[src/core/uim_regs.vh]
// Register map, field positions and reset values for the USB
// interface manager flag routing and transceiver control block.
// Assumes word offsets on an 8-bit register address, 32-bit data.
`ifndef UIM_REGS_VH
`define UIM_REGS_VH

// Register offsets
`define UIM_OFF_STATE_RESET 8'h00
`define UIM_OFF_SIGNAL_FLAG_SET 8'h1c
`define UIM_OFF_FLAG_STICKY_SELECT 8'h20
`define UIM_OFF_FLAG_PORT_MASKS 8'h24
`define UIM_OFF_FRAME_START_COUNT 8'h28
`define UIM_OFF_LAST_PACKET_ID 8'h2c
`define UIM_OFF_LAST_ENDPOINT 8'h30
`define UIM_OFF_ENDPOINT_SPECIAL_MARK 8'h34
`define UIM_OFF_OTG_FLAG_MASK 8'h38
`define UIM_OFF_POWER_SIGNAL_WORD 8'h3c
`define UIM_OFF_TRANSCEIVER_CONTROL 8'h40

// Signal flag bit positions
`define UIM_FLAG_RX_ERROR 0
`define UIM_FLAG_RX_ACTIVE 1
`define UIM_FLAG_CRC16_FAIL 2
`define UIM_FLAG_LINE_J 3
`define UIM_FLAG_LINE_K 4
`define UIM_FLAG_LINE_SE0 5
`define UIM_FLAG_TOKEN_OK 6

// Port mask byte positions
`define UIM_MASK_A_LSB 0
`define UIM_MASK_B_LSB 8
`define UIM_MASK_C_LSB 16

// Last endpoint valid bit, special endpoint marker value
`define UIM_EP_VALID_BIT 4
`define UIM_EP_SPECIAL 5'h10

// Transceiver control fields
`define UIM_PHY_PD_DISABLE 18
`define UIM_PHY_RESET_CAUSE 13
`define UIM_PHY_RESUME_CAUSE 12
`define UIM_PHY_FILT_LSB 8
`define UIM_PHY_SUSP_HW 7
`define UIM_PHY_CONF_LSB 4

// Linestate encodings
`define UIM_LS_SE0 2'h0
`define UIM_LS_J 2'h1
`define UIM_LS_K 2'h2

// Reset values
`define UIM_RST_WORD 32'h0000_0000
`define UIM_RST_FLAGS 7'h00
`define UIM_RST_PHY_CTRL 19'h0_0000

`endif

[src/core/uim_core.v]
// USB interface manager: signal flags, notify ports, packet capture
// and transceiver control behind a 32-bit peripheral register port.
// Assumes UTMI+ side inputs share sys_clk_i with the register port.
//
// Overview of operation
// - Sticky-select bit per flag, seven bits
// - Sticky flag holds until written one
// - Non-sticky level flag follows its source signal
// - Three notify ports, OR of masked flags
// - Eleven-bit frame counter, software read/write
// - Last received packet id captured read-only
// - Last received endpoint number captured read-only
// - Endpoint valid bit marks captured endpoint
// - Marked endpoints presented ORed with 0x10
// - Pulldown-disable bit turns transceiver pulldowns off
// - SE0 auto-resume sets reset cause, write-0 clears
// - K auto-resume sets resume cause, write-0 clears
// - Linestate propagates after 2^filter stable cycles
// - Suspend-handler bit selects hardware resume
// - Config field drives transceiver config pins
// - Seven flags: errors, activity, linestate, token
// - Non-sticky event flags clear on next packet
`timescale 1ns/100ps
`include "uim_regs.vh"

module uim_core (
    input wire sys_clk_i,
    input wire rst_n_i,
    input wire reg_wr_i,
    input wire reg_rd_i,
    input wire [7:0] reg_addr_i,
    input wire [31:0] reg_wdata_i,
    output reg [31:0] reg_rdata_o,
    input wire rx_error_i,
    input wire rx_active_i,
    input wire crc16_fail_i,
    input wire token_ok_i,
    input wire pkt_start_i,
    input wire pid_valid_i,
    input wire [3:0] pid_i,
    input wire ep_valid_i,
    input wire [3:0] ep_i,
    input wire sof_valid_i,
    input wire [10:0] sof_frame_i,
    input wire [1:0] linestate_i,
    input wire suspend_i,
    output reg notify_port_a_o,
    output reg notify_port_b_o,
    output reg notify_port_c_o,
    output reg [4:0] rx_ep_o,
    output reg [1:0] linestate_filt_o,
    output reg auto_resume_o,
    output reg suspend_hw_o,
    output reg transceiver_port_a_pulldown_o,
    output reg transceiver_port_b_pulldown_o,
    output reg [2:0] transceiver_config_pins_o,
    output reg [31:0] otg_flag_mask_o,
    output reg [8:0] power_signal_o
);

    // Address match for a write strobe
    function sel;
        input [7:0] addr;
        input [7:0] off;
        begin
            sel = (addr == off);
        end
    endfunction

    // Software visible storage
    reg [6:0] signal_flag_set; // Live flags
    reg [6:0] flag_sticky_select; // Sticky choice per flag
    reg [23:0] flag_port_masks; // Three mask bytes
    reg [10:0] frame_start_count; // Frame counter
    reg [3:0] last_packet_id; // Last pid
    reg [3:0] last_endpoint; // Last endpoint
    reg last_endpoint_valid; // Endpoint field valid
    reg [15:0] endpoint_special_mark; // Special endpoint marks
    reg [18:0] transceiver_control; // Phy control bits

    // Linestate filter state
    reg [1:0] ls_cand; // Candidate linestate
    reg [15:0] ls_stable; // Cycles candidate held

    // Write strobes
    wire wr_srst = reg_wr_i & sel(reg_addr_i, `UIM_OFF_STATE_RESET);
    wire wr_flags = reg_wr_i & sel(reg_addr_i, `UIM_OFF_SIGNAL_FLAG_SET);
    wire wr_sticky = reg_wr_i & sel(reg_addr_i, `UIM_OFF_FLAG_STICKY_SELECT);
    wire wr_masks = reg_wr_i & sel(reg_addr_i, `UIM_OFF_FLAG_PORT_MASKS);
    wire wr_sof = reg_wr_i & sel(reg_addr_i, `UIM_OFF_FRAME_START_COUNT);
    wire wr_mark = reg_wr_i & sel(reg_addr_i, `UIM_OFF_ENDPOINT_SPECIAL_MARK);
    wire wr_otg = reg_wr_i & sel(reg_addr_i, `UIM_OFF_OTG_FLAG_MASK);
    wire wr_pwr = reg_wr_i & sel(reg_addr_i, `UIM_OFF_POWER_SIGNAL_WORD);
    wire wr_phy = reg_wr_i & sel(reg_addr_i, `UIM_OFF_TRANSCEIVER_CONTROL);

    // Phy control fields
    wire [3:0] filt_log2 = transceiver_control[`UIM_PHY_FILT_LSB +: 4];
    wire susp_hw = transceiver_control[`UIM_PHY_SUSP_HW];

    // Raw flag sources: levels and one-cycle events
    reg [6:0] flag_raw;
    // Value a non-sticky flag takes this cycle
    reg [6:0] flag_track;
    // Bits cleared by a software write of one
    wire [6:0] flag_clr = wr_flags ? reg_wdata_i[6:0] : 7'h00;

    // Flag sources from transceiver and packet decoder
    always @*
    begin
        flag_raw[`UIM_FLAG_RX_ERROR] = rx_error_i;
        flag_raw[`UIM_FLAG_RX_ACTIVE] = rx_active_i;
        flag_raw[`UIM_FLAG_CRC16_FAIL] = crc16_fail_i;
        flag_raw[`UIM_FLAG_LINE_J] = (linestate_filt_o == `UIM_LS_J);
        flag_raw[`UIM_FLAG_LINE_K] = (linestate_filt_o == `UIM_LS_K);
        flag_raw[`UIM_FLAG_LINE_SE0] = (linestate_filt_o == `UIM_LS_SE0);
        flag_raw[`UIM_FLAG_TOKEN_OK] = token_ok_i;
        // Level flags follow the signal
        flag_track = flag_raw;
        // Event flags hold until the next packet starts
        flag_track[`UIM_FLAG_CRC16_FAIL] = crc16_fail_i |
            (signal_flag_set[`UIM_FLAG_CRC16_FAIL] & ~pkt_start_i);
        flag_track[`UIM_FLAG_TOKEN_OK] = token_ok_i |
            (signal_flag_set[`UIM_FLAG_TOKEN_OK] & ~pkt_start_i);
    end

    // Per-flag update, sticky or tracking
    genvar gi;
    generate
        for (gi = 0; gi < 7; gi = gi + 1)
        begin : g_flag
            always @(posedge sys_clk_i)
            begin
                if (!rst_n_i || wr_srst)
                    signal_flag_set[gi] <= 1'b0;
                else if (flag_sticky_select[gi])
                    // Capture wins over a same-cycle clear
                    signal_flag_set[gi] <= flag_raw[gi] |
                        (signal_flag_set[gi] & ~flag_clr[gi]);
                else
                    signal_flag_set[gi] <= flag_track[gi];
            end
        end
    endgenerate

    // Notify ports from masked flags
    always @(posedge sys_clk_i)
    begin
        if (!rst_n_i)
        begin
            notify_port_a_o <= 1'b0;
            notify_port_b_o <= 1'b0;
            notify_port_c_o <= 1'b0;
        end
        else
        begin
            notify_port_a_o <= |(signal_flag_set &
                flag_port_masks[`UIM_MASK_A_LSB +: 7]);
            notify_port_b_o <= |(signal_flag_set &
                flag_port_masks[`UIM_MASK_B_LSB +: 7]);
            notify_port_c_o <= |(signal_flag_set &
                flag_port_masks[`UIM_MASK_C_LSB +: 7]);
        end
    end

    // Plain configuration registers
    always @(posedge sys_clk_i)
    begin
        if (!rst_n_i)
        begin
            flag_sticky_select <= `UIM_RST_FLAGS;
            flag_port_masks <= 24'h00_0000;
            endpoint_special_mark <= 16'h0000;
            otg_flag_mask_o <= `UIM_RST_WORD;
            power_signal_o <= 9'h000;
        end
        else
        begin
            // Only defined bits are stored
            if (wr_sticky)
                flag_sticky_select <= reg_wdata_i[6:0];
            if (wr_masks)
                flag_port_masks <= reg_wdata_i[23:0];
            if (wr_mark)
                endpoint_special_mark <= reg_wdata_i[15:0];
            if (wr_otg)
                otg_flag_mask_o <= reg_wdata_i;
            if (wr_pwr)
                power_signal_o <= reg_wdata_i[8:0];
        end
    end

    // Frame counter, pid and endpoint capture
    always @(posedge sys_clk_i)
    begin
        if (!rst_n_i || wr_srst)
        begin
            frame_start_count <= 11'h000;
            last_packet_id <= 4'h0;
            last_endpoint <= 4'h0;
            last_endpoint_valid <= 1'b0;
            rx_ep_o <= 5'h00;
        end
        else
        begin
            // Received frame number beats a software write
            if (sof_valid_i)
                frame_start_count <= sof_frame_i;
            else if (wr_sof)
                frame_start_count <= reg_wdata_i[10:0];
            if (pid_valid_i)
                last_packet_id <= pid_i;
            if (ep_valid_i)
            begin
                last_endpoint <= ep_i;
                last_endpoint_valid <= 1'b1;
                // Marked endpoints carry the special bit
                rx_ep_o <= {1'b0, ep_i} |
                    (endpoint_special_mark[ep_i] ? `UIM_EP_SPECIAL : 5'h00);
            end
        end
    end

    // Linestate filter: hold candidate for 2^n cycles
    wire [15:0] ls_need = 16'h0001 << filt_log2;
    always @(posedge sys_clk_i)
    begin
        if (!rst_n_i || wr_srst)
        begin
            ls_cand <= `UIM_LS_SE0;
            ls_stable <= 16'h0000;
            linestate_filt_o <= `UIM_LS_SE0;
        end
        else if (linestate_i != ls_cand)
        begin
            // New value restarts the stability count
            ls_cand <= linestate_i;
            ls_stable <= 16'h0001;
            if (ls_need == 16'h0001)
                linestate_filt_o <= linestate_i;
        end
        else
        begin
            if (ls_stable != 16'hffff)
                ls_stable <= ls_stable + 16'h0001;
            if (ls_stable + 16'h0001 >= ls_need)
                linestate_filt_o <= ls_cand;
        end
    end

    // Resume detection while suspended under hardware control
    reg [1:0] ls_prev; // Filtered linestate last cycle
    wire ls_edge = (linestate_filt_o != ls_prev);
    wire resume_k = suspend_i & susp_hw & ls_edge &
        (linestate_filt_o == `UIM_LS_K);
    wire resume_se0 = suspend_i & susp_hw & ls_edge &
        (linestate_filt_o == `UIM_LS_SE0);
    wire phy_clr = wr_phy; // Write of zero clears a cause bit

    // Transceiver control register and cause bits
    always @(posedge sys_clk_i)
    begin
        if (!rst_n_i)
        begin
            transceiver_control <= `UIM_RST_PHY_CTRL;
            ls_prev <= `UIM_LS_SE0;
            auto_resume_o <= 1'b0;
        end
        else
        begin
            ls_prev <= wr_srst ? `UIM_LS_SE0 : linestate_filt_o; // No false edge on soft reset
            auto_resume_o <= resume_k | resume_se0;
            if (wr_phy)
            begin
                transceiver_control[`UIM_PHY_PD_DISABLE] <=
                    reg_wdata_i[`UIM_PHY_PD_DISABLE];
                transceiver_control[11:4] <= reg_wdata_i[11:4];
            end
            // Hardware set wins over a same-cycle clear
            if (resume_se0)
                transceiver_control[`UIM_PHY_RESET_CAUSE] <= 1'b1;
            else if (phy_clr && !reg_wdata_i[`UIM_PHY_RESET_CAUSE])
                transceiver_control[`UIM_PHY_RESET_CAUSE] <= 1'b0;
            if (resume_k)
                transceiver_control[`UIM_PHY_RESUME_CAUSE] <= 1'b1;
            else if (phy_clr && !reg_wdata_i[`UIM_PHY_RESUME_CAUSE])
                transceiver_control[`UIM_PHY_RESUME_CAUSE] <= 1'b0;
        end
    end

    // Transceiver pins from control register
    always @(posedge sys_clk_i)
    begin
        if (!rst_n_i)
        begin
            transceiver_port_a_pulldown_o <= 1'b1;
            transceiver_port_b_pulldown_o <= 1'b1;
            transceiver_config_pins_o <= 3'h0;
            suspend_hw_o <= 1'b0;
        end
        else
        begin
            transceiver_port_a_pulldown_o <=
                ~transceiver_control[`UIM_PHY_PD_DISABLE];
            transceiver_port_b_pulldown_o <=
                ~transceiver_control[`UIM_PHY_PD_DISABLE];
            transceiver_config_pins_o <=
                transceiver_control[`UIM_PHY_CONF_LSB +: 3];
            suspend_hw_o <= susp_hw;
        end
    end

    // Read mux; reserved bits and unmapped offsets give zero
    reg [31:0] next_rdata;
    always @*
    begin
        next_rdata = 32'h0000_0000;
        case (reg_addr_i)
            `UIM_OFF_SIGNAL_FLAG_SET: next_rdata[6:0] = signal_flag_set;
            `UIM_OFF_FLAG_STICKY_SELECT: next_rdata[6:0] = flag_sticky_select;
            `UIM_OFF_FLAG_PORT_MASKS: next_rdata[23:0] = flag_port_masks;
            `UIM_OFF_FRAME_START_COUNT: next_rdata[10:0] = frame_start_count;
            `UIM_OFF_LAST_PACKET_ID: next_rdata[3:0] = last_packet_id;
            `UIM_OFF_LAST_ENDPOINT:
                next_rdata[4:0] = {last_endpoint_valid, last_endpoint};
            `UIM_OFF_ENDPOINT_SPECIAL_MARK: next_rdata[15:0] = endpoint_special_mark;
            `UIM_OFF_OTG_FLAG_MASK: next_rdata = otg_flag_mask_o;
            `UIM_OFF_POWER_SIGNAL_WORD: next_rdata[8:0] = power_signal_o;
            `UIM_OFF_TRANSCEIVER_CONTROL: next_rdata[18:0] = transceiver_control;
            default: next_rdata = 32'h0000_0000;
        endcase
    end

    // Read data registered one cycle after the strobe
    always @(posedge sys_clk_i)
    begin
        if (!rst_n_i)
            reg_rdata_o <= 32'h0000_0000;
        else if (reg_rd_i)
            reg_rdata_o <= next_rdata;
    end

endmodule // uim_core

[config.mk]
export PLATFORM = sky130hd
export DESIGN_NAME = uim_core
export DESIGN_NICKNAME = d
export VERILOG_FILES = /design/src/core/uim_core.v
export VERILOG_INCLUDE_DIRS = /design/src /design/src/core
export SDC_FILE = /design/constraint.sdc
export NUM_CORES = 1
export LEC_CHECK = 0
export BUFFER_PORTS_ARGS = -buffer_cell sky130_fd_sc_hd__buf_2
export CORE_MARGIN = 3
export CORE_UTILIZATION = 30
export CTS_CLUSTER_SIZE = 24
export DETAILED_ROUTE_END_ITERATION = 6
export GPL_TIMING_DRIVEN = 0
export SLEW_MARGIN = 40
export SYNTH_ARGS = -nofsm -noshare
export SYNTH_HDL_FRONTEND = slang
export SYNTH_SLANG_ARGS = --single-unit
export TNS_END_PERCENT = 5
[constraint.sdc]
create_clock -name sys_clk_i -period 3.9 [get_ports sys_clk_i]
set_input_delay 0.39 -clock sys_clk_i [delete_from_list [all_inputs] [get_ports sys_clk_i]]
set_output_delay 0.39 -clock sys_clk_i [all_outputs]
set_load 0.02 [all_outputs]
## Word level (Yosys, flattened, before mapping)

Index checks and enable logic that the tools add are counted.

- Register bits: 194
- Input bits: 74
- Output and inout bits: 90
- Word-level logic and storage cells: 150

- Add/subtract/negate cells: 1
- Order comparisons: 2
- Equality and inequality tests: 17
- Shifts and indexed selects: 1
- Multiplexer cells: 31
- Bitwise gates (word level): 46
- Reduce and logical (&&, ||, !) cells: 19

Operators with widths:

| kind | count |
|---|---|
| == test 8 x 6 -> 1 bit, second input constant | 8 |
| case mux 4 bit (9 select lines) | 1 |
| bitwise AND 1 bit | 22 |
| two-way mux 11 bit | 2 |
| bitwise AND 7 bit | 3 |
| OR reduction 7 bit | 3 |
| case mux 5 bit (4 select lines) | 1 |
| adder 16 x 1 -> 16 bit, second input constant | 1 |
| == test 16 x 1 -> 1 bit, second input constant | 1 |
| greater-or-equal comparator 16 bit | 1 |
| != test 16 bit, second input constant | 1 |
| case mux 2 bit (8 select lines) | 1 |
| << shifter 1 x 4 -> 16 bit, first input constant | 1 |
| two-way mux 1 bit | 14 |
| case mux 2 bit (6 select lines) | 1 |
| NOT 1 bit | 10 |
| bitwise OR 1 bit | 10 |
| case mux 2 bit (5 select lines) | 1 |
| case mux 5 bit (2 select lines) | 1 |
| nonzero test 2 bit | 5 |
| case mux 1 bit (9 select lines) | 1 |
| case mux 3 bit (3 select lines) | 1 |
| == test 8 x 5 -> 1 bit, second input constant | 1 |
| == test 8 x 7 -> 1 bit, second input constant | 1 |
| other kinds (18) | 25 |

## Logic depth before layout (Yosys ltp)

Gate-level depths: netlist of the first run.

- Depth after elaboration: 7
- Mapped depth: 12
- Depth with buffers taken out: 12

## Least setup slack after synthesis of the first run

OpenSTA, ideal clock, no wires.

- Path kind: register -> register
- Start: reg ls_stable[5]
- End: reg linestate_filt_o[0]
- Arrival: 2.757 ns
- Required time: 3.779 ns
- Path slack: 1.022 ns
- Cell stages (with the launch flop): 13
- Clock period less this slack: 2.878 ns
- Cells stage by stage: dfxtp_1 nand4_2 or4_4 nor3_1 xnor2_1 inv_1 ha_1 nand4_1 nor2_1 nor4b_1 nor3_1 a2bb2oi_1 mux2_2

- Word-level cells in the longest chain between the ends: 4

Ends and longest elaborated chain:

| element | line | source |
|---|---|---|
| from (decl) | uim_core.v:83 | `reg [15:0] ls_stable;` |
| from (signal assigned) | uim_core.v:244 | `ls_stable <= ls_stable + 16'h0001;` |
| adder 16 x 1 -> 16 bit | uim_core.v:245 | `if (ls_stable + 16'h0001 >= ls_need)` |
| greater-or-equal comparator 16 bit | uim_core.v:245 |  |
| nonzero test 2 bit (no line) | n/a |  |
| AND reduction 2 bit (no line) | n/a |  |
| to (signal assigned) | uim_core.v:231 | `` linestate_filt_o <= `UIM_LS_SE0; `` |
| to (signal assigned) | uim_core.v:239 | `linestate_filt_o <= linestate_i;` |
| to (signal assigned) | uim_core.v:246 | `linestate_filt_o <= ls_cand;` |
| to (decl) | uim_core.v:51 | `output reg [1:0] linestate_filt_o,` |

Every way passes these cells.
A chain may end at the register's enable or synchronous reset.

## Worst setup path after layout of the first run

Same ends and word-level chain as after synthesis.

==> run summary, run 1 <==
Leak = 4.30 nW
Synth Area in Compound Gates = 17.9%
Total gr overflow = 0
Async set-reset flop share out of synthesis = 0%
Routed WL per cell = 20.4 µm
Tightest Pin Transition = 0.815 ns
Post-synthesis simple-gate area fraction = 22.7%
Area grow syn2layout = 20.5%
Hold depth = 3
# port buffers = 153
Ports = 164
EDFF count, synth = 0
Layout cell share with drive strength beyond 1 = 19.2%
Hold Path End = last_packet_id[1]
CP dominant cell by count = nor2_1
Synth Area in Adders = 2.40%
PwrDens = 376 mW/mm²
#FFs+latches synth = 190
Crit path buf inv count = 0
Worst-Skew Late Latency = 0.45 ns
Post-CTS setup buffer count = 0
Reg-to-reg setup timing slack = 0.56 ns
Worst min path class = in -> reg
Drt pass-1 iters = 6
DR iter-0 viols = 801
Final ANT Viol Nets = 0
Synth cell types = 58
Clock Sinks = 190
CTS Buffer Depth = 2
Period utilization = 85.6%
Post-Route WL = 33.8 mm
Required time worst endpoint = 4.23 ns
Height of the die = 178 µm
GPL Wtd Cong = 0.921
DR vias = 8688
Yosys warnings = 0
Vias per cell = 5.23
Hpwl dp = 25.7 mm
Cell Area, Synth = 0.00886 mm²
Final min period = 3.34 ns
RSZ-0062 raised after global routing = false
Die Footprint = 0.0316 mm²
CP Class = reg -> reg
Synth Instances = 1089
Worst Path Arrival = 3.67 ns
CP Max Fanout = 5
Number of global-route vias before repair = 8253
Worst Skew = 0.0173 ns
MaxCap Viol Count = 0
Root Buffer = clkbuf_16
Reg clk slew, reported paths = 0.08 ns
Total CTS buffers = 17
All-Layer GR Usage = 21.2%
Width of the die = 178 µm
Startpoint Class = flip-flop
Worst path cell trace = nand4_2, or4_4, nor2_1, and3_1, xor2_1, ha_1, nand4_1, nor2_1, nor4b_1, nor3_1, a2bb2oi_1, mux2_2
Reg2Reg Depth = 12
Initial antenna violation count = 2
Slowest-stage cell, CP = or4_4
Hold Crit Start = pid_i[1]
Worst Hold Margin = 0.175 ns
Register area share after synthesis = 42.9%
Initial Util = 30.6%
Net Count, Synth = 1180
Slew Limit Fails = 0
First-pass GRT wire length = 50.5 mm
Fraction of synthesized area in multiplexers = 6.98%
Rel. slew slack = 45.7%
Hold Vio Cnt, Final = 0
Hold Buf Count CTS = 0
XOR/XNOR Fraction of Synth Area = 1.78%
Dominant synthesized flop cell = dfxtp_1
Largest net degree at the start of global routing = 19
Post-cts resize count = 0
CTS H-Tree Depth = 4
Crit-path max cell delay = 0.48 ns
TritonCTS clock tree = done
CP endpoint kind = flip-flop
Synthesized area per cell = 8.14 µm²
Status = completed
Detailed-route DRC error count = 0
CORE AREA = 0.0289 mm²
Max Freq = 299 MHz
Reg2reg start = ls_stable[5]
Fill cells = 3050
Reg-to-Reg End = linestate_filt_o[0]
Final setup viols = 0
Core Rows = 62
NumNets Final = 1352
Main combinational cell family by area after synthesis = simple AND/OR/NAND/NOR gates
VDD IR-drop max = 0.332 mV
CP top delay family = simple AND/OR/NAND/NOR gates
Setup TNS = 0 ns
==> tightest hold or removal path, cell delays in order <==
cell	delay, ns
buf_2	0.07
mux2i_1	0.05
nor2_1	0.07
==> per-layer routing <==
| layer | wire (µm) | GRT usage [%] |
|---|---|---|
| met1 | 14900 | 28.1 |
| met2 | 15800 | 35.0 |
| met3 | 2190 | 3.94 |
| met4 | 886 | 6.18 |
| met5 | 0 | 0 |
==> through the flow <==
step | area (µm²) | instances | worst slack (ns) | util, % | total power [mW]
global placement | 10100 | 1626 | 0.613 | 34.9 | 2.34
detailed placement | 10100 | 1626 | 0.615 | 34.9 | 2.34
CTS | 10700 | 1658 | 0.591 | 36.9 | 4.02
floorplan | 8860 | 1089 | 1.02 | - | 2.19
global route | 10700 | 1660 | 0.203 | 36.9 | 4.12
finish | 10700 | 1660 | 0.561 | 36.9 | 4.01
==> sequential cells by signal (all words and copies together) (netlist names) <==
signal	count
otg_flag_mask_o	32
reg_rdata_o	32
flag_port_masks	24
endpoint_special_mark	16
ls_stable	16
frame_start_count	11
transceiver_control	11
power_signal_o	9
flag_sticky_select	7
signal_flag_set	7
rx_ep_o	5
last_packet_id	4
transceiver_config_pins_o	3
linestate_filt_o	2
ls_cand	2
ls_prev	2
auto_resume_o	1
last_endpoint_valid	1
notify_port_a_o	1
notify_port_b_o	1
notify_port_c_o	1
suspend_hw_o	1
transceiver_port_b_pulldown_o	1
==> cells by family (layout without fill, tap and decap cells) <==
group / count (synthesis) / after routing
multiplexers: 53 / 53
XOR/XNOR: 18 / 18
AO/OA/AOI/OAI: 260 / 260
adder cells (fa/ha/maj): 17 / 17
flip-flops: 190 / 190
other: 0 / 2
AND/OR/NAND/NOR: 446 / 446
buffers and inverters: 105 / 290
==> worst max-delay path by stage <==
| stage | from | to | cells past startpoint |
|---|---|---|---|
| 2_1_floorplan | ls_stable[5] | linestate_filt_o[0] | 12 |
| 3_3_place_gp | ls_stable[5] | linestate_filt_o[0] | 12 |
| 3_5_place_dp | ls_stable[5] | linestate_filt_o[0] | 12 |
| 4_1_cts | ls_stable[5] | linestate_filt_o[0] | 12 |
| 5_1_grt | ls_stable[5] | linestate_filt_o[0] | 12 |
| 6_report | ls_stable[5] | linestate_filt_o[0] | 12 |
==> synth_stat cells, types with 13 or more instances <==
cell,n,share of area [%]
mux2i_1,37,4.2
a21oi_1,131,7.4
nand3_1,46,2.6
buf_2,18,1.0
nor2_1,79,3.3
a21o_1,13,1.1
nor2b_1,18,1.3
dfxtp_1,190,43
o21ai_0,34,1.9
clkbuf_1,50,2.1
inv_1,23,0.97
nand2_1,236,10
ha_1,17,2.4
==> cell usage in the layout (no fill, tap or decap), types with 4 or more instances in the layout <==
cell and instances:
a21oi_1 131, mux4_2 6, buf_4 4, o21ai_0 34, xor2_1 8, o21a_1 6
nand3_1 46, and2_1 11, and3_1 10, o211ai_1 5, mux2_2 10, nand2_1 236
buf_1 6, clkbuf_16 17, inv_8 4, nand3b_1 7, a22o_1 10, nand2b_1 11
a211oi_1 4, a21o_1 13, dfxtp_1 190, nor2_1 79, nor3_1 5, a222oi_1 4
a32oi_1 7, a22oi_1 9, inv_1 23, a221oi_1 6, a21oi_2 10, nor2b_1 18
a31oi_1 12, ha_1 17, nand4_1 6, xnor2_1 10, mux2i_1 37, clkinvlp_4 5
buf_2 171, clkbuf_1 52
==> power by group <==
part,switching (mW),total [mW],internal (mW)
Sequential,0.0341,2.00,1.97
Clock,0.863,1.71,0.844
Combinational,0.210,0.304,0.0943
==> area by class of cell <==
class,instances,area (µm²),area share [%]
well taps,384,480,4.50
multi-input cells,794,4590,43.0
flip-flops and latches,190,3800,35.6
clock buffers,19,433,4.06
repair buffers,153,766,7.17
clock inverters,13,125,1.17
inverters,23,86.3,0.809
diodes,2,5.00,0.0469
plain buffers,82,384,3.60
(Power assumes the default switching activity.)
==> run 2: changes to the inputs <==
--- a/config.mk
+++ b/config.mk
@@ -6,6 +6,7 @@
 export SDC_FILE = /design/constraint.sdc
 export NUM_CORES = 1
 export LEC_CHECK = 0
+export ABC_AREA = 1
 export BUFFER_PORTS_ARGS = -buffer_cell sky130_fd_sc_hd__buf_2
 export CORE_MARGIN = 3
 export CORE_UTILIZATION = 30
==> run 2 against run 1 <==
  * Utilization is 0.45 points higher
  * Clock skew shrank 0.0013 ns
  * Via count is 4.7% higher
  * Final area increased by 1.8%
  * Critical path type unchanged
  * Critical endpoint unchanged
==> run summary, run 2 <==
Main combinational cell family by area after synthesis = simple AND/OR/NAND/NOR gates
Final min period = 2.59 ns
Routed WL per cell = 18.0 µm
Post-synth top area share = 42.4%
Reg power frac = 47.6%
Final setup viols = 0
CTS H-Tree Depth = 4
Required time worst endpoint = 4.22 ns
CP Class = reg -> reg
XOR/XNOR Fraction of Synth Area = 1.27%
Most frequent cells in the layout = nand2_1, dfxtp_1, buf_2
CP endpoint kind = flip-flop
Area grow syn2layout = 21.0%
Number of global-route vias before repair = 8443
First-pass GRT wire length = 49.0 mm
Hold depth = 3
#FFs+latches synth = 190
Slowest-stage cell, CP = dfxtp_1
Vias per cell = 5.02
Synth Area in Compound Gates = 19.9%
Hold Vio Cnt, Final = 0
Post-cts resize count = 0
Startpoint Class = flip-flop
Most frequent cell after synthesis = nand2_1
Worst-Skew Late Latency = 0.44 ns
Top area cells in the synthesized netlist = dfxtp_1, a21oi_1, nand2_1, o21ai_0, nand3_1
CORE AREA = 0.0291 mm²
Final ANT Viol Nets = 0
CTS Buffer Depth = 2
Switching share of power = 26.2%
Clock Sinks = 190
Synth Instances = 1237
P_sw = 1.10 mW
Util after Layout = 37.3%
Top Registers = otg_flag_mask_o (32), reg_rdata_o (32), flag_port_masks (24)
Synthesized area per cell = 7.26 µm²
MaxCap Viol Count = 0
Worst path cell trace = ha_1, nand3_1, nor2_1, nand2_1, nor2_2, nand2_1, nand2_1, nand2_1, ha_1, nand2_1, inv_1, nand3_1, a21oi_1, nor2_1, nand2_1, nand3_1, nand2_1, nor2_1
Internal = 3.10 mW
Worst Skew = 0.0160 ns
Fill cells = 3159
Commonest cells post-synth = nand2_1, dfxtp_1, a21oi_1, inv_1, o21ai_0
Crit-path max cell delay = 0.45 ns
Largest area contributor in the netlist = dfxtp_1
# port buffers = 157
Setup TNS = 0 ns
EDFF count, synth = 0
Leak = 4.57 nW
DR iter-0 viols = 831
Synth Area in Adders = 2.37%
RSZ-0062 raised after global routing = false
Worst Path Arrival = 2.91 ns
Ports = 164
Drt pass-1 iters = 6
Die Footprint = 0.0320 mm²
Hold Path End = signal_flag_set[1]
Rel. slew slack = 52.1%
Post-CTS setup buffer count = 0
Height of the die = 179 µm
Reg2reg start = ls_stable[0]
CP dominant cell by count = nand2_1
All-Layer GR Usage = 20.0%
NumNets Final = 1504
Diodes inserted = 0
Post-Route WL = 32.6 mm
Core Rows = 62
Hpwl dp = 25.4 mm
Width of the die = 179 µm
Total CTS buffers = 17
Net Count, Synth = 1328
Reg clk slew, reported paths = 0.07 ns
DR vias = 9094
VDD IR-drop max = 0.321 mV
Total gr overflow = 0
Initial antenna violation count = 0
GPL Wtd Cong = 0.940
Status = completed
Cell Area, Synth = 0.00897 mm²
Max Freq = 386 MHz
Reg-to-reg setup timing slack = 1.31 ns
Slew Limit Fails = 0
Reg-to-Reg End = linestate_filt_o[0]
Layout cell share with drive strength beyond 1 = 19.0%
Period utilization = 66.5%
TritonCTS clock tree = done
Worst min path class = in -> reg
Root Buffer = clkbuf_16
Yosys warnings = 0
Synth cell types = 37
Detailed-route DRC error count = 0
Hold Crit Start = rx_active_i
Clock Power Share = 44.7%
Reg2Reg Depth = 18
Dominant synthesized flop cell = dfxtp_1
Largest net degree at the start of global routing = 19
Post-synthesis simple-gate area fraction = 23.3%
Commonest non-fill, non-tap cell in the layout = nand2_1
Comb pwr share = 7.6%
Initial Util = 30.9%
Async set-reset flop share out of synthesis = 0%
Register area share after synthesis = 42.4%
Tightest Pin Transition = 0.719 ns
Fraction of synthesized area in multiplexers = 0%
PwrDens = 387 mW/mm²
CP Max Fanout = 5
Hold Buf Count CTS = 0
==> run 2: worst max path at each step <==
stage	start	slack, ns	endpoint
floorplan	ls_stable[0]	1.70	linestate_filt_o[1]
global placement	ls_stable[0]	1.31	linestate_filt_o[1]
detailed placement	ls_stable[0]	1.30	linestate_filt_o[0]
CTS	ls_stable[0]	1.27	linestate_filt_o[0]
global route	ls_stable[0]	0.92	linestate_filt_o[1]
finish	ls_stable[0]	1.31	linestate_filt_o[0]
==> run 2: cell families after synthesis <==
kind of cell    count (synthesis)
compound gates                342
buf+inv                       221
fa+ha+maj                      17
flops                         190
simple gates                  454
xor+xnor                       13
==> run 2: final cells by class <==
type	count	area, µm²	area share (%)
Clock buffer	17	425	3.92
Tap cell	384	480	4.42
Inverter	150	566	5.21
Sequential cell	190	3800	35.0
Timing Repair Buffer	157	786	7.23
Clock inverter	15	196	1.81
Multi-Input combinational cell	826	4200	38.7
Buffer	71	407	3.74
==> run 2: critical path, delay by kind of cell (launching register included) <==
family | cells | cell delay, ns
buffers and inverters | 1 | 0.06
DFF | 1 | 0.45
adders and majority gates | 2 | 0.56
and+or+nand+nor | 14 | 1.30
AOI/OAI and AO/OA | 1 | 0.12
==> run 2: metal layers <==
layer | share of wire (%) | track usage (%) | vias up
met5 | 0 | 0 | -
met4 | 2.0 | 5.26 | 0
met3 | 7.1 | 3.43 | 44
met2 | 46 | 32.3 | 362
met1 | 45 | 27.7 | 4225
li1 | - | - | 4463
==> run 2: power groups by stage <==
stage | Clock [mW] | Combinational [mW] | Sequential, mW
2_1_floorplan | 0 | 0.159 | 2.05
3_3_place_gp | 0 | 0.316 | 2.05
3_5_place_dp | 0 | 0.319 | 2.05
4_1_cts | 1.90 | 0.320 | 2.00
5_1_grt | 1.98 | 0.353 | 2.01
6_report | 1.88 | 0.322 | 2.00
==> run 2: through the flow <==
stage	instance area, µm²	cells	hold slack (ns)	setup WS, ns	power (mW)
4_1_cts	10900	1810	0.180	1.27	4.22
3_5_place_dp	10200	1778	0.440	1.30	2.37
6_report	10900	1810	0.179	1.31	4.21
5_1_grt	10900	1810	0.197	0.923	4.33
3_3_place_gp	10200	1778	0.439	1.31	2.36
2_1_floorplan	8970	1237	0.358	1.70	2.21
